==> src/hw/sem_regs.svh <==
// Overview of operation
// - Frame error raises an event only while its enable, bit 12, is set.
// - Busy status raises an event only while its enable, bit 11, is set.
// - Transmit underrun raises an event only while enable bit 8 is set.
// - Shifter empty raises an event only while enable bit 7 is set.
// - Receive overflow raises an event only while enable bit 6 is set.
// - Receive buffer empty raises an event only while enable bit 5 is set.
// - Transmit buffer empty raises an event only while enable bit 3 is set.
// - Transmit buffer full raises an event only while enable bit 1 is set.
// - Receive buffer full raises an event only while enable bit 0 is set.
// - Receive watermark fires when level is at most the receive count, if enabled.
// - Transmit watermark fires when level equals the transmit count, if enabled.
// - Receive level sits at bits 13 to 8 of the high mask register.
// - Transmit level sits at bits 5 to 0 of the high mask register.
// - A level above the buffer depth never matches.
// - Upper level bits exist only for deep enough buffers.
// - Serial clock is bus clock over two times the sum of divider and one.
// - Overflow sets when a word completes while the receive buffer is full.
// - Receive count is six bits at 13 to 8 of the high status register.
// - Shifter empty reads one only with no current or pending transfer.
`ifndef SEM_REGS_SVH
`define SEM_REGS_SVH

// ------------------------------------------------------------
// Register byte offsets
// ------------------------------------------------------------
`define SEM_OFS_ENABLE_LOW 12'h000
`define SEM_OFS_WATERMARK_HIGH 12'h004
`define SEM_OFS_BAUD_DIVIDER 12'h008
`define SEM_OFS_STATUS_LOW 12'h00C
`define SEM_OFS_STATUS_HIGH 12'h010

// ------------------------------------------------------------
// Field positions
// ------------------------------------------------------------
`define SEM_BIT_FRAME_ERROR 12
`define SEM_BIT_ACTIVITY 11
`define SEM_BIT_UNDERRUN 8
`define SEM_BIT_SHIFTER_EMPTY 7
`define SEM_BIT_OVERFLOW 6
`define SEM_BIT_RX_EMPTY 5
`define SEM_BIT_TX_EMPTY 3
`define SEM_BIT_TX_FULL 1
`define SEM_BIT_RX_FULL 0
`define SEM_BIT_RX_WM_ENABLE 15
`define SEM_BIT_TX_WM_ENABLE 7
`define SEM_ENABLE_LOW_MASK 16'h19EB
`define SEM_WATERMARK_MASK 16'hBFBF

// ------------------------------------------------------------
// Reset values and sizes
// ------------------------------------------------------------
`define SEM_RESET_ENABLE_LOW 16'h0000
`define SEM_RESET_WATERMARK 16'h0000
`define SEM_RESET_BAUD 16'h0000
`define SEM_BUFFER_DEPTH 6'h20

`endif

==> src/hw/sem_pkg.sv <==
package sem_pkg;
  // Phases of an APB transfer as seen by the slave.
  typedef enum logic [1:0] {
    SEM_IDLE = 2'b01,
    SEM_DONE = 2'b10
  } sem_phase_type;
  typedef logic [5:0] sem_level_type;
endpackage : sem_pkg

==> src/hw/sem_watermark.sv <==
`timescale 1ns/1ps
`default_nettype none
module sem_watermark
  import sem_pkg::*;
(
  input wire logic pclk,
  input wire logic presetn,
  input wire logic rx_enable,
  input wire logic tx_enable,
  input wire sem_level_type rx_level,
  input wire sem_level_type tx_level,
  input wire sem_level_type rx_count,
  input wire sem_level_type tx_count,
  output logic hit_q
);
  `include "sem_regs.svh"

  logic hit_d;

  // A level is usable only if it does not exceed the buffer depth.
  function automatic logic sem_level_ok(input sem_level_type level);
    sem_level_ok = (level <= `SEM_BUFFER_DEPTH);
  endfunction : sem_level_ok

  // Receive compares at-or-above, transmit needs an exact match.
  always_comb begin
    hit_d = 1'b0;
    if (rx_enable && sem_level_ok(rx_level) && (rx_level <= rx_count)) begin
      hit_d = 1'b1;
    end
    if (tx_enable && sem_level_ok(tx_level) && (tx_level == tx_count)) begin
      hit_d = 1'b1;
    end
  end

  always_ff @(posedge pclk or negedge presetn) begin
    if (!presetn) begin
      hit_q <= 1'b0;
    end else begin
      hit_q <= hit_d;
    end
  end
endmodule : sem_watermark
`default_nettype wire

==> src/hw/sem_baud.sv <==
`timescale 1ns/1ps
`default_nettype none
module sem_baud (
  input wire logic pclk,
  input wire logic presetn,
  input wire logic [15:0] divider,
  output logic sck_q
);
  logic [15:0] cnt_q;
  logic [15:0] cnt_d;
  logic sck_d;

  // Toggle every divider+1 cycles, so the period is 2*(divider+1) bus clocks.
  always_comb begin
    cnt_d = cnt_q + 16'h0001;
    sck_d = sck_q;
    if (cnt_q >= divider) begin
      cnt_d = 16'h0000;
      sck_d = ~sck_q;
    end
  end

  always_ff @(posedge pclk or negedge presetn) begin
    if (!presetn) begin
      cnt_q <= 16'h0000;
      sck_q <= 1'b0;
    end else begin
      cnt_q <= cnt_d;
      sck_q <= sck_d;
    end
  end
endmodule : sem_baud
`default_nettype wire

==> src/hw/sem_top.sv <==
`timescale 1ns/1ps
`default_nettype none
module sem_top
  import sem_pkg::*;
(
  input wire logic pclk,
  input wire logic presetn,
  input wire logic psel,
  input wire logic penable,
  input wire logic pwrite,
  input wire logic [11:0] paddr,
  input wire logic [31:0] pwdata,
  output logic [31:0] prdata,
  output logic pready,
  output logic pslverr,
  input wire logic frame_error_flag,
  input wire logic activity_flag,
  input wire logic underrun_flag,
  input wire logic word_received,
  input wire logic rx_read,
  input wire logic tx_pending,
  input wire logic shifter_loaded,
  input wire logic [5:0] rx_element_count,
  input wire logic [5:0] tx_element_count,
  output logic overflow_flag,
  output logic shifter_empty_flag,
  output logic serial_clock,
  output logic event_request
);
  `include "sem_regs.svh"

  // ------------------------------------------------------------
  // State
  // ------------------------------------------------------------
  logic [15:0] enable_low_q, enable_low_d;
  logic [15:0] watermark_q, watermark_d;
  logic [15:0] baud_divider_q, baud_divider_d;
  logic overflow_q, overflow_d;
  logic shifter_empty_q, shifter_empty_d;
  logic event_q, event_d;
  logic [31:0] prdata_q, prdata_d;
  logic pready_q, pready_d;
  logic pslverr_q, pslverr_d;
  sem_phase_type phase_q, phase_d;
  logic wm_hit;
  logic sck;
  logic [15:0] status_low;
  logic [15:0] status_high;
  logic [15:0] events;
  logic rx_empty, rx_full, tx_empty, tx_full;
  logic hit;

  // Derived buffer conditions from the element counts.
  assign rx_empty = (rx_element_count == 6'h00);
  assign tx_empty = (tx_element_count == 6'h00);
  assign rx_full = (rx_element_count >= `SEM_BUFFER_DEPTH);
  assign tx_full = (tx_element_count >= `SEM_BUFFER_DEPTH);

  // Status words as software sees them.
  always_comb begin
    status_low = 16'h0000;
    status_low[`SEM_BIT_FRAME_ERROR] = frame_error_flag;
    status_low[`SEM_BIT_ACTIVITY] = activity_flag;
    status_low[`SEM_BIT_UNDERRUN] = underrun_flag;
    status_low[`SEM_BIT_SHIFTER_EMPTY] = shifter_empty_q;
    status_low[`SEM_BIT_OVERFLOW] = overflow_q;
    status_low[`SEM_BIT_RX_EMPTY] = rx_empty;
    status_low[`SEM_BIT_TX_EMPTY] = tx_empty;
    status_low[`SEM_BIT_TX_FULL] = tx_full;
    status_low[`SEM_BIT_RX_FULL] = rx_full;
    status_high = {2'b00, rx_element_count, 2'b00, tx_element_count};
  end

  // Gate each status condition with its enable; bit positions line up 1:1.
  assign events = status_low & enable_low_q;

  // ------------------------------------------------------------
  // Status flags held in this block
  // ------------------------------------------------------------
  // Overflow is sticky; a new overflow in the clearing cycle wins.
  always_comb begin
    overflow_d = overflow_q;
    shifter_empty_d = !tx_pending && !shifter_loaded;
    if (psel && penable && pwrite && !pready_q && (paddr == `SEM_OFS_STATUS_LOW)
        && pwdata[`SEM_BIT_OVERFLOW]) begin
      overflow_d = 1'b0;
    end
    if (word_received && rx_full) begin
      overflow_d = 1'b1;
    end
  end

  always_ff @(posedge pclk or negedge presetn) begin
    if (!presetn) begin
      overflow_q <= 1'b0;
      shifter_empty_q <= 1'b1;
    end else begin
      overflow_q <= overflow_d;
      shifter_empty_q <= shifter_empty_d;
    end
  end

  // ------------------------------------------------------------
  // APB slave
  // ------------------------------------------------------------
  // One wait state: the access phase is answered at its second edge so that
  // read data comes straight from a flip-flop.
  always_comb begin
    phase_d = SEM_IDLE;
    pready_d = 1'b0;
    pslverr_d = 1'b0;
    prdata_d = prdata_q;
    enable_low_d = enable_low_q;
    watermark_d = watermark_q;
    baud_divider_d = baud_divider_q;
    if (psel && penable && (phase_q == SEM_IDLE)) begin
      phase_d = SEM_DONE;
      pready_d = 1'b1;
      prdata_d = 32'h00000000;
      unique case (paddr)
        `SEM_OFS_ENABLE_LOW: begin
          prdata_d = {16'h0000, enable_low_q};
          if (pwrite) begin
            enable_low_d = pwdata[15:0] & `SEM_ENABLE_LOW_MASK;
          end
        end
        `SEM_OFS_WATERMARK_HIGH: begin
          prdata_d = {16'h0000, watermark_q};
          if (pwrite) begin
            watermark_d = pwdata[15:0] & `SEM_WATERMARK_MASK;
          end
        end
        `SEM_OFS_BAUD_DIVIDER: begin
          prdata_d = {16'h0000, baud_divider_q};
          if (pwrite) begin
            baud_divider_d = pwdata[15:0];
          end
        end
        `SEM_OFS_STATUS_LOW: begin
          prdata_d = {16'h0000, status_low};
        end
        `SEM_OFS_STATUS_HIGH: begin
          prdata_d = {16'h0000, status_high};
        end
        default: begin
          pslverr_d = 1'b1; // Unmapped addresses answer with an error.
        end
      endcase
    end
  end

  always_ff @(posedge pclk or negedge presetn) begin
    if (!presetn) begin
      phase_q <= SEM_IDLE;
      pready_q <= 1'b0;
      pslverr_q <= 1'b0;
      prdata_q <= 32'h00000000;
      enable_low_q <= `SEM_RESET_ENABLE_LOW;
      watermark_q <= `SEM_RESET_WATERMARK;
      baud_divider_q <= `SEM_RESET_BAUD;
    end else begin
      phase_q <= phase_d;
      pready_q <= pready_d;
      pslverr_q <= pslverr_d;
      prdata_q <= prdata_d;
      enable_low_q <= enable_low_d;
      watermark_q <= watermark_d;
      baud_divider_q <= baud_divider_d;
    end
  end

  // ------------------------------------------------------------
  // Watermarks, baud clock and request line
  // ------------------------------------------------------------
  sem_watermark u_watermark (
    .pclk(pclk),
    .presetn(presetn),
    .rx_enable(watermark_q[`SEM_BIT_RX_WM_ENABLE]),
    .tx_enable(watermark_q[`SEM_BIT_TX_WM_ENABLE]),
    .rx_level(watermark_q[13:8]),
    .tx_level(watermark_q[5:0]),
    .rx_count(rx_element_count),
    .tx_count(tx_element_count),
    .hit_q(wm_hit)
  );

  sem_baud u_baud (
    .pclk(pclk),
    .presetn(presetn),
    .divider(baud_divider_q),
    .sck_q(sck)
  );

  // The request is a level, registered so it never glitches.
  assign hit = (|events) || wm_hit;
  always_comb begin
    event_d = hit;
  end

  always_ff @(posedge pclk or negedge presetn) begin
    if (!presetn) begin
      event_q <= 1'b0;
    end else begin
      event_q <= event_d;
    end
  end

  assign prdata = prdata_q;
  assign pready = pready_q;
  assign pslverr = pslverr_q;
  assign overflow_flag = overflow_q;
  assign shifter_empty_flag = shifter_empty_q;
  assign serial_clock = sck;
  assign event_request = event_q;
endmodule : sem_top
`default_nettype wire

==> config.mk <==
export PLATFORM = sky130hd
export DESIGN_NAME = sem_top
export DESIGN_NICKNAME = d
export VERILOG_FILES = /design/src/hw/sem_pkg.sv /design/src/hw/sem_watermark.sv /design/src/hw/sem_baud.sv /design/src/hw/sem_top.sv
export VERILOG_INCLUDE_DIRS = /design/src /design/src/hw
export SDC_FILE = /design/constraint.sdc
export NUM_CORES = 1
export LEC_CHECK = 0
export ABC_AREA = 1
export BUFFER_PORTS_ARGS = -buffer_cell sky130_fd_sc_hd__buf_2
export CAP_MARGIN = 20
export CORE_MARGIN = 2
export CORE_UTILIZATION = 55
export CTS_BUF_LIST = sky130_fd_sc_hd__clkbuf_16
export CTS_CLUSTER_SIZE = 8
export DETAILED_ROUTE_END_ITERATION = 8
export GPL_TIMING_DRIVEN = 0
export HOLD_SLACK_MARGIN = 0.08
export MAX_ROUTING_LAYER = met4
export PLACE_DENSITY = 0.82
export SLEW_MARGIN = 0
export SYNTH_ARGS = -nofsm -noshare
export SYNTH_HDL_FRONTEND = slang
export SYNTH_SLANG_ARGS = --single-unit
==> constraint.sdc <==
create_clock -name pclk -period 2.7 [get_ports pclk]
set_clock_uncertainty 0.15 [all_clocks]
set_input_delay 0.81 -clock pclk [delete_from_list [all_inputs] [get_ports pclk]]
set_output_delay 0.81 -clock pclk [all_outputs]
set_load 0.02 [all_outputs]
==> results of run 1 <==
-- per-stage QoR --
step | power [mW] | utilization
after floorplan | 1.35 | -
after global placement | 1.45 | 0.626
after detailed placement | 1.46 | 0.629
after CTS | 2.69 | 0.664
after global routing | 2.77 | 0.664
final | 2.69 | 0.664
-- metal layers --
layer / vias to the layer above / part of all wire
met3: 28 / 0.074
met2: 161 / 0.46
li1: 2147 / -
met4: 0 / 0.022
met1: 2075 / 0.44
met5: - / 0
-- cell type report --
class	instances	area, sq um	share of cell area
Timing Repair Buffer	73	390	0.0684
Multi-Input combinational cell	448	2380	0.418
Sequential cell	79	1980	0.347
Inverter	78	294	0.0515
Tap cell	108	135	0.0237
Clock buffer	9	225	0.0395
Buffer	28	221	0.0388
Clock inverter	7	77.6	0.0136
-- worst min path at each step --
stage / start / end / cells past startpoint
6_report: presetn / u_baud.cnt_q[4]$_DFF_PN0_ / 1
5_1_grt: presetn / u_baud.cnt_q[3]$_DFF_PN0_ / 1
4_1_cts: presetn / u_baud.cnt_q[4]$_DFF_PN0_ / 1
3_5_place_dp: prdata[2]$_DFFE_PN0P_ / prdata[2]$_DFFE_PN0P_ / 2
3_3_place_gp: prdata[11]$_DFFE_PN0P_ / prdata[11]$_DFFE_PN0P_ / 2
2_1_floorplan: baud_divider_q[14]$_DFFE_PN0P_ / baud_divider_q[14]$_DFFE_PN0P_ / 2
-- state kept, by name, indices dropped and copies added (netlist names) --
name / flops
u_watermark.hit_q: 1
event_request: 1
u_baud.cnt_q: 16
overflow_flag: 1
u_baud.sck_q: 1
enable_low_q: 9
watermark_q: 14
pslverr: 1
phase_q: 2
shifter_empty_flag: 1
prdata: 16
baud_divider_q: 16
-- synthesized netlist by cell type, drive strengths merged (5+ instances only) --
library cell,n,area share
nor2,68,0.063
nor3,10,0.013
xor2,10,0.018
buf,27,0.045
a21oi,12,0.012
o21ai,48,0.066
nand2,180,0.15
nand4,8,0.010
dfrtp,77,0.40
nand3,57,0.062
inv,77,0.060
o21a,5,0.0078
ha,23,0.060
-- power by group through the flow --
| stage | logic, mW | registers [mW] | clock network (mW) |
|---|---|---|---|
| floorplan | 0.107 | 1.24 | 0 |
| global placement | 0.225 | 1.23 | 0 |
| detailed placement | 0.235 | 1.23 | 0 |
| CTS | 0.236 | 1.21 | 1.25 |
| global route | 0.257 | 1.21 | 1.30 |
| finish | 0.234 | 1.21 | 1.25 |
-- cell families after synthesis --
kind of cell               count (synthesis)
buffers and inverters                    106
DFF                                       79
other                                      1
xor gates and xnor gates                  13
AOI/OAI and AO/OA                         73
and+or+nand+nor                          323
adders and majority gates                 23
==> results.ini, run 1 <==
[route]
num_vias = 4411
drt-total-wl_microns = 12600
via_per_inst = 5.31
ant_nets = 0
drt-initial-drc-count = 302
drc_errors = 0
drtPass1Iterations = 5
routedWlPerCell_microns = 15.2

[floorplanning]
core_area_sq_um = 8590
start_util = 0.561
num_rows = 34
die_w_microns = 97.6
die_h_microns = 97.6
die_area_sq_um = 9530
ios = 106

[cts]
cts_tree = done
cts_sinks = 79
cts_setup_buffers = 0
ctsHtreeMaxLevel = 3
cts_buffers = 9
cts.clk_slew.worst_paths_ns = 0.07
insertion_delay_ns = 0.34
cts_buffer_depth = 2
post_cts_resized = 0
cts-root-buf = clkbuf_16
cts_hold_buffers = 0

[synth]
ys_ff_latch = 79
synth.avg_cell_area_sq_um = 7.80
ys_async_sr_fraction = 1.00
synth.distinct_cells = 36
synth-adder-area-share = 0.0597
synth-compound-area-share = 0.0994
synthCells = 618
yosys_warnings = 0
synth-edff-count = 0
synthSimpleGateAreaFrac = 0.299
synth_top_family_by_area = simple AND/OR/NAND/NOR gates
synth.cell_area_sq_um = 4820
synth_xor_area_frac = 0.0236
seq_area_frac_synth = 0.410
synth_flop_cell = dfrtp_1
synthMuxAreaShare = 0

[setup_path]
start_kind = primary input
r2r_end = u_baud.cnt_q[8]$_DFF_PN0_
reg2regPathDepth = 10
rrSetupSlack_ns = 0.57
crit_cells = 8
worst-path-buf-inv = 1
reg2reg_from = u_baud.cnt_q[3]$_DFF_PN0_
worst-path-max-fanout = 7
crit_top_cell = nand2_1
cp_top_family = simple AND/OR/NAND/NOR gates
endpoint_kind = flip-flop
max_stage_delay_ns = 0.64
critPathRequiredTime_ns = 2.82
crit_slowest_cell = nor3_1
critPathKind = in -> reg
setup.worst_path.end = prdata[13]$_DFFE_PN0P_
crit_start = paddr[1]
crit_chain = buf_2, nor2_4, nand2_1, nor3_1, nand2_1, nand3_1, nand2_1, nand2_1
worst_ep_arrival_time_ns = 2.33

[finish]
stdcell_area_sq_um = 5710
nNetsFinal = 808
layout_commonest_cell = nand2_1
syn_to_final_growth_pct = 18.3
fin_cells = 830
diodes = 0
final_layout_size_suffix_gt1_frac = 0.235
fillCellCount = 734
final_cell_mix = 165 x nand2_1, 77 x dfrtp_1, 74 x buf_2

[sta]
max_slew_margin = 0.496
rsz0062_at_grt = false
setup_violations = 0
hold-worst-slack_ns = 0.200
finalSetupTns_ns = 0
period_needed_ns = 2.21
fmax_ghz = 0.452
min_period_over_period = 0.819
max_slew.worst_pin.slew_ns = 0.750
hold_viol = 0
maxSlewViolCount = 0
worst_slack_ns = 0.489

[global_routing]
use_met2 = 0.433
grt_pass1_vias = 4230
track_usage = 0.282
grt_pass1_wl_microns = 20700
overflow = 0
top_usage_layer = met2
antenna_found_initial = 0
grt_max_degree = 60
globalRouteMet3Util = 0.0511
grt_use_met1 = 0.382

[job]
cap_violations = 0

[power]
comb_power_share = 0.087
vdd_drop_max_mv = 0.314
switchingPower_mw = 0.688
powerDensity_nw_per_um2 = 471
p_clk_frac = 0.465
switching_share = 0.256
p_leak_nw = 3.13
internal_power_mw = 2.00
seqPwrFrac = 0.448

[place]
port_buffers = 72
dp_cells = 814
gp_congestion = 0.982
hpwlAfterDp_microns = 9960
dp_slack_ns = 0.199
dpl_cell_area_sq_um = 5410

[worst_hold_path]
hold_class = in -> async

[status]
status = completed

Note: power is estimated with default switching activity, not from simulation.
==> run 2: changes to the inputs <==
- ABC_AREA: 1 -> 0
- CORE_UTILIZATION: 55 -> 54
- PLACE_DENSITY: 0.82 -> 0.81
- clock period: 2.7 -> 2.3 ns (I/O delays scaled with it)
==> results.ini, run 2 <==
[status]
status = completed  ; unchanged

[synth]
synth-compound-area-share = 0.110  ; was 0.0994
synth.distinct_cells = 53  ; was 36
synth_top_area_cell = dfrtp_1  ; unchanged
synth.cell_area_sq_um = 4510  ; was 4820 sq um
ys_async_sr_fraction = 1.00  ; unchanged
synth.most_common_cell = dfrtp_1  ; was nand2_1
synthSimpleGateAreaFrac = 0.132  ; was 0.299
synth-edff-count = 0  ; unchanged
synthMuxAreaShare = 0.140  ; was 0
seq_area_frac_synth = 0.439  ; was 0.410
synthTopCellsByCount = 77 x dfrtp_1, 33 x nor2_1, 27 x inv_1, 23 x ha_1  ; was 165 x nand2_1, 77 x dfrtp_1, 70 x inv_1, 61 x nor2_1, 56 x nand3_1
synth_flop_cell = dfrtp_1  ; unchanged
synth.avg_cell_area_sq_um = 11.1  ; was 7.80 sq um
yosys_warnings = 0  ; unchanged
synth_xor_area_frac = 0.0369  ; was 0.0236
synth_area_leaders = dfrtp_1 43%, mux2_4 6.7%, ha_1 6.4%, mux2_2 5.0%, buf_4 2.8%  ; was dfrtp_1 40%, nand2_1 13%, ha_1 6.0%, nand3_1 5.8%, inv_1 5.4%
synth-adder-area-share = 0.0639  ; was 0.0597
netlist.area_leader.share = 0.428  ; was 0.399
synth_top_family_by_area = multiplexers  ; was simple AND/OR/NAND/NOR gates
synthCells = 406  ; was 618
ys_ff_latch = 79  ; unchanged

[route]
drtPass1Iterations = 8  ; was 5
via_per_inst = 5.81  ; was 5.31
num_vias = 3609  ; was 4411
ant_nets = 0  ; unchanged
routedWlPerCell_microns = 18.3  ; was 15.2 microns
drt-total-wl_microns = 11400  ; was 12600 microns
drt-initial-drc-count = 253  ; was 302
drc_errors = 0  ; unchanged

[finish]
stdcell_area_sq_um = 5500  ; was 5710 sq um
final_cell_mix = 77 x dfrtp_1, 73 x buf_2, 32 x nor2_1  ; was 165 x nand2_1, 77 x dfrtp_1, 74 x buf_2
syn_to_final_growth_pct = 22.0  ; was 18.3%
fillCellCount = 608  ; was 734
fin_util = 0.676  ; was 0.664
layout_commonest_cell = dfrtp_1  ; was nand2_1
final_layout_size_suffix_gt1_frac = 0.349  ; was 0.235
fin_cells = 621  ; was 830
nNetsFinal = 602  ; was 808
diodes = 0  ; unchanged

[setup_path]
critPathKind = in -> reg  ; unchanged
worst_ep_arrival_time_ns = 2.33  ; about the same
endpoint_kind = flip-flop  ; unchanged
worst-path-max-fanout = 6  ; was 7
critPathRequiredTime_ns = 2.37  ; was 2.82 ns
start_kind = primary input  ; unchanged

[power]
p_clk_frac = 0.434  ; was 0.465
comb_power_share = 0.102  ; was 0.087
switching_share = 0.266  ; was 0.256
vdd_drop_max_mv = 0.445  ; was 0.314 mV
seqPwrFrac = 0.463  ; was 0.448
switchingPower_mw = 0.824  ; was 0.688 mW
p_leak_nw = 2.64  ; was 3.13 nW
internal_power_mw = 2.28  ; was 2.00 mW
finalPower_mw = 3.10  ; was 2.69 mW
powerDensity_nw_per_um2 = 564  ; was 471 nW/um^2

[cts]
cts.clk_slew.worst_paths_ns = 0.06  ; was 0.07 ns
cts-root-buf = clkbuf_16  ; unchanged
cts_tree = done  ; unchanged
ctsHtreeMaxLevel = 3  ; unchanged
cts_hold_buffers = 0  ; unchanged
cts_buffer_depth = 2  ; unchanged
insertion_delay_ns = 0.34  ; about the same
cts_buffers = 9  ; unchanged
cts_sinks = 79  ; unchanged

[place]
dpl_cell_area_sq_um = 5070  ; was 5410 sq um
dp_slack_ns = -0.349  ; was 0.199 ns
hpwlAfterDp_microns = 8510  ; was 9960 microns
port_buffers = 70  ; was 72
gp_congestion = 0.977  ; was 0.982
dp_cells = 597  ; was 814

[sta]
min_period_over_period = 0.985
maxSlewViolCount = 0  ; unchanged
setup_violations = 0  ; unchanged
finalSetupTns_ns = 0  ; unchanged
max_slew.worst_pin.slew_ns = 0.630  ; was 0.750 ns
fmax_ghz = 0.441
max_slew_margin = 0.577  ; was 0.496
worst_slack_ns = 0.0347  ; was 0.489 ns
hold_viol = 0  ; unchanged
hold-worst-slack_ns = 0.162  ; was 0.200 ns
period_needed_ns = 2.27

[floorplanning]
core_area_sq_um = 8130  ; was 8590 sq um
ios = 106  ; unchanged
die_h_microns = 95.4  ; was 97.6 microns
start_util = 0.554  ; was 0.561
num_rows = 33  ; was 34
die_w_microns = 95.4  ; was 97.6 microns
die_area_sq_um = 9090  ; was 9530 sq um

[global_routing]
grt_max_degree = 45  ; was 60
track_usage = 0.264  ; was 0.282
overflow = 0  ; unchanged
antenna_found_initial = 0  ; unchanged
grt_pass1_wl_microns = 17500  ; was 20700 microns
grt_pass1_vias = 3409  ; was 4230

[worst_hold_path]
hold_class = in -> async  ; unchanged

[job]
cap_violations = 0  ; unchanged

run 2: cell types whose count changed in the layout (fill, tap and decap cells not counted), moves of 9 or more:
cell,before,now
nor2_1,61,32
mux2_2,0,20
nand2_1,165,16
nand3_1,56,13
a22oi_1,0,9
o21ai_2,21,0
mux2_4,0,20
nand2_2,11,1
inv_1,70,27
run 2: what timing repair did:
action | 4_1_cts | 5_1_grt
gates cloned | 0 | 1
resized for setup | 7 | 8
buffers inserted | 2 | 5
pin swaps | 0 | 4
endpoints found under the setup margin | 12 | 36
run 2: worst max-delay path, stage by stage:
cell and delay, ns:
buf_6 0.10, nor4_4 0.32, and2_4 0.20, and4b_1 0.21, and2b_1 0.19, buf_6 0.17, clkbuf_16 0.16, mux2_4 0.29
run 2: logic make-up (layout without fill, tap and decap cells):
kind of cell,Yosys count,after routing
AND/OR/NAND/NOR,107,107
flip-flops,79,79
AO/OA/AOI/OAI,71,71
buffers and inverters,58,153
multiplexers,48,48
adder cells (fa/ha/maj),23,23
XOR/XNOR,19,19
other,1,16
run 2: final timing paths:
kind / slack [ns] / startpoint / to / depth (start not counted)
max: 0.03 / paddr[10] / watermark_q[15]$_DFFE_PN0P_ / 8
min: 0.16 / presetn / prdata[3]$_DFFE_PN0P_ / 1
max reg2reg: 0.09 / u_baud.cnt_q[5]$_DFF_PN0_ / u_baud.cnt_q[9]$_DFF_PN0_ / 8
min reg2reg: 0.32 / u_baud.sck_q$_DFFE_PN0P_ / u_baud.sck_q$_DFFE_PN0P_ / 1
max in group asynchronous: 1.20 / presetn / phase_q[0]$_DFF_PN1_ / 2
min in group pclk: 0.31 / tx_pending / shifter_empty_flag$_DFF_PN1_ / 2
run 2: final cells by class:
type	instances	area, sq um	share of cell area
sequential	79	1980	0.360
multi-input combinational	284	2300	0.419
timing repair buffer	79	457	0.0830
tap	105	131	0.0239
buffer	31	249	0.0453
inverter	27	101	0.0184
clock buffer	9	225	0.0410
clock inverter	7	53.8	0.00978
run 2: layer usage:
| layer | share of wire | routed length (microns) | vias to the layer above | GRT usage |
|---|---|---|---|---|
| met2 | 0.50 | 5710 | 170 | 0.428 |
| met3 | 0.068 | 771 | 31 | 0.0356 |
| met4 | 0.032 | 359 | 0 | 0.123 |
| met5 | 0 | 0 | - | - |
| li1 | - | - | 1653 | - |
| met1 | 0.40 | 4540 | 1755 | 0.329 |
run 2: power by group through the flow:
| stage | registers [mW] | logic [mW] | clock network (mW) |
|---|---|---|---|
| 6_report | 1.44 | 0.318 | 1.35 |
| 5_1_grt | 1.44 | 0.346 | 1.42 |
| 4_1_cts | 1.44 | 0.313 | 1.35 |
| 3_5_place_dp | 1.46 | 0.310 | 0 |
| 3_3_place_gp | 1.46 | 0.296 | 0 |
| 2_1_floorplan | 1.50 | 0.124 | 0 |
==> run 3: changes to the inputs <==
- CORE_UTILIZATION: 54 -> 49
- PLACE_DENSITY: 0.81 -> 0.78
- SYNTH_HIERARCHICAL: default -> 1
- clock period: 2.3 -> 1.9 ns (I/O delays scaled with it)
==> results.ini, run 3 <==
[status]
status = finished, violations left  ; was completed
violations = negative setup slack

[power]
vdd_drop_max_mv = 0.478  ; was 0.445 mV
finalPower_mw = 4.17  ; was 3.10 mW
powerDensity_nw_per_um2 = 657  ; was 564 nW/um^2
p_leak_nw = 2.96  ; was 2.64 nW

[setup_path]
cp_top_family = simple AND/OR/NAND/NOR gates  ; unchanged
worst-path-max-fanout = 5  ; was 6
crit_chain = buf_6, or4_4, nor3b_4, and4_1, buf_6, clkbuf_16, mux2_4  ; was buf_6, nor4_4, and2_4, and4b_1, and2b_1, buf_6, clkbuf_16, mux2_4
start_kind = primary input  ; unchanged
endpoint_kind = flip-flop  ; unchanged
crit_slowest_cell = or4_4  ; was nor4_4
max_stage_delay_ns = 0.54  ; was 0.32 ns
worst_ep_arrival_time_ns = 2.43  ; was 2.33 ns
critPathRequiredTime_ns = 1.97  ; was 2.37 ns
crit_top_cell = buf_6  ; unchanged
critPathKind = in -> reg  ; unchanged
worst-path-buf-inv = 3  ; unchanged
rrSetupSlack_ns = -0.31  ; was 0.09 ns

[finish]
fillCellCount = 543  ; was 608
stdcell_area_sq_um = 6350  ; was 5500 sq um
layout_commonest_cell = dfrtp_1  ; unchanged
nNetsFinal = 634  ; was 602
final_layout_size_suffix_gt1_frac = 0.480  ; was 0.349
syn_to_final_growth_pct = 43.6  ; was 22.0%
final_cell_mix = 74 x dfrtp_1, 70 x buf_2, 44 x buf_4  ; was 77 x dfrtp_1, 73 x buf_2, 32 x nor2_1
diodes = 0  ; unchanged

[cts]
cts.clk_slew.worst_paths_ns = 0.06  ; about the same
ctsHtreeMaxLevel = 3  ; unchanged
cts_buffers = 9  ; unchanged
cts_tree = done  ; unchanged
cts_sinks = 79  ; unchanged
cts_buffer_depth = 2  ; unchanged
cts-root-buf = clkbuf_16  ; unchanged
insertion_delay_ns = 0.34  ; about the same

[route]
num_vias = 3833  ; was 3609
ant_nets = 0  ; unchanged
drtPass1Iterations = 4  ; was 8
drc_errors = 0  ; unchanged
routedWlPerCell_microns = 20.0  ; was 18.3 microns
drt-initial-drc-count = 220  ; was 253
via_per_inst = 5.84  ; was 5.81
drt-total-wl_microns = 13100  ; was 11400 microns

[place]
gp_congestion = 0.880  ; was 0.977
dpl_cell_area_sq_um = 5090  ; was 5070 sq um
hpwlAfterDp_microns = 8020  ; was 8510 microns
port_buffers = 70  ; unchanged

[synth]
synthSimpleGateAreaFrac = 0.131  ; was 0.132
seq_area_frac_synth = 0.448  ; was 0.439
netlist.area_leader.share = 0.436  ; was 0.428
synth.cell_area_sq_um = 4420  ; was 4510 sq um
synth.avg_cell_area_sq_um = 11.1  ; about the same
synth.most_common_cell = dfrtp_1  ; unchanged
ys_async_sr_fraction = 1.00  ; unchanged
synth-edff-count = 0  ; unchanged
ys_ff_latch = 79  ; unchanged
synth_flop_cell = dfrtp_1  ; unchanged
yosys_warnings = 6  ; was 0
synth_xor_area_frac = 0.0376  ; was 0.0369
synthTopCellsByCount = 77 x dfrtp_1, 36 x nor2_1, 29 x inv_1, 23 x ha_1, 22 x mux2_2  ; was 77 x dfrtp_1, 33 x nor2_1, 27 x inv_1, 23 x ha_1
synth_top_area_cell = dfrtp_1  ; unchanged
synth.distinct_cells = 56  ; was 53
synth_area_leaders = dfrtp_1 44%, ha_1 6.5%, mux2_2 5.6%, mux2_1 5.1%, buf_4 3.1%  ; was dfrtp_1 43%, mux2_4 6.7%, ha_1 6.4%, mux2_2 5.0%, buf_4 2.8%
synth-compound-area-share = 0.104  ; was 0.110
synthMuxAreaShare = 0.138  ; was 0.140
synthCells = 400  ; was 406
synth_top_family_by_area = multiplexers  ; unchanged
synth-adder-area-share = 0.0651  ; was 0.0639

[floorplanning]
die_h_microns = 99.0  ; was 95.4 microns
die_w_microns = 99.0  ; was 95.4 microns
ios = 106  ; unchanged
num_rows = 34  ; was 33
start_util = 0.507  ; was 0.554
core_area_sq_um = 8720  ; was 8130 sq um
die_area_sq_um = 9800  ; was 9090 sq um

[sta]
hold-worst-slack_ns = 0.189  ; was 0.162 ns
period_needed_ns = 2.35
max_slew.worst_pin.slew_ns = 0.591  ; was 0.630 ns
worst_slack_ns = -0.451  ; was 0.0347 ns
hold_viol = 0  ; unchanged
maxSlewViolCount = 0  ; unchanged
setup_violations = 73  ; was 0
max_slew_margin = 0.606  ; was 0.577
rsz0062_at_grt = true
min_period_over_period = 1.24
fmax_ghz = 0.425

[worst_hold_path]
hold_class = in -> reg  ; was in -> async

[global_routing]
grt_pass1_wl_microns = 19900  ; was 17500 microns
grt_max_degree = 43  ; was 45
track_usage = 0.266  ; was 0.264
antenna_found_initial = 0  ; unchanged
overflow = 0  ; unchanged
grt_pass1_vias = 3852  ; was 3409

[job]
cap_violations = 0  ; unchanged

-- run 3: cell types whose count changed after synthesis, moves of 5 or more --
cell,previous run,this run
mux2_1,0,20
mux2i_1,6,0
a31oi_1,2,7
nand3_1,13,6
o21ai_1,5,0
mux2_4,20,0
-- run 3: per-stage QoR --
stage / cells / setup slack, ns / util / TNS (ns)
final: 656 / -0.451 / 0.728 / -24.45
after global routing: 656 / -0.454 / 0.728 / -26.85
after CTS: 640 / -0.382 / 0.693 / -22.65
after detailed placement: 594 / -0.860 / 0.584 / -44.69
after global placement: 593 / -0.816 / 0.581 / -75.13
after floorplan: 415 / -0.540 / - / -22.24
-- run 3: logic make-up (layout without fill, tap and decap cells) --
kind of cell | after synthesis | in the layout
AND/OR/NAND/NOR | 108 | 108
flip-flops | 79 | 79
AO/OA/AOI/OAI | 61 | 61
buffers and inverters | 61 | 194
multiplexers | 48 | 48
adder cells (fa/ha/maj) | 23 | 23
XOR/XNOR | 19 | 19
other | 1 | 16
-- run 3: worst paths after layout --
kind,to,from,depth (start not counted)
worst max-delay path,watermark_q[11]$_DFFE_PN0P_,paddr[10],7
worst min-delay path,shifter_empty_flag$_DFF_PN1_,shifter_loaded,2
worst max register to register,u_baud/cnt_q[11]$_DFF_PN0_,baud_divider_q[8]$_DFFE_PN0P_,10
worst min register to register,u_baud/sck_q$_DFFE_PN0P_,u_baud/sck_q$_DFFE_PN0P_,1
max in group asynchronous,shifter_empty_flag$_DFF_PN1_,presetn,3
min in group asynchronous,prdata[12]$_DFFE_PN0P_,presetn,2
-- run 3: report_power, final --
part           switching (mW)  internal, mW
sequential             0.0225          1.72
clock                   0.721          1.28
combinational           0.263         0.164
-- run 3: layout make-up --
class / count / area [sq um] / area share
clock inverter: 7 / 114 / 0.0179
buffer: 31 / 278 / 0.0438
tap: 108 / 135 / 0.0213
inverter: 30 / 114 / 0.0179
sequential: 79 / 1980 / 0.312
timing repair buffer: 117 / 880 / 0.139
multi-input combinational: 275 / 2620 / 0.413
clock buffer: 9 / 225 / 0.0355
-- run 3: repair_timing --
action,in CTS,in global routing
hold buffers,1,0
gates cloned,5,1
endpoints found under the setup margin,74,73
resized for setup,77,44
pin swaps,26,14
endpoints found under the hold margin,23,0
setup buffers,24,19
-- run 3: layer usage --
layer | wire length (microns) | global-route usage | up-vias
met5 | 0 | - | -
met3 | 929 | 0.0426 | 48
li1 | - | - | 1701
met2 | 6600 | 0.423 | 223
met4 | 541 | 0.139 | 0
met1 | 5070 | 0.329 | 1861
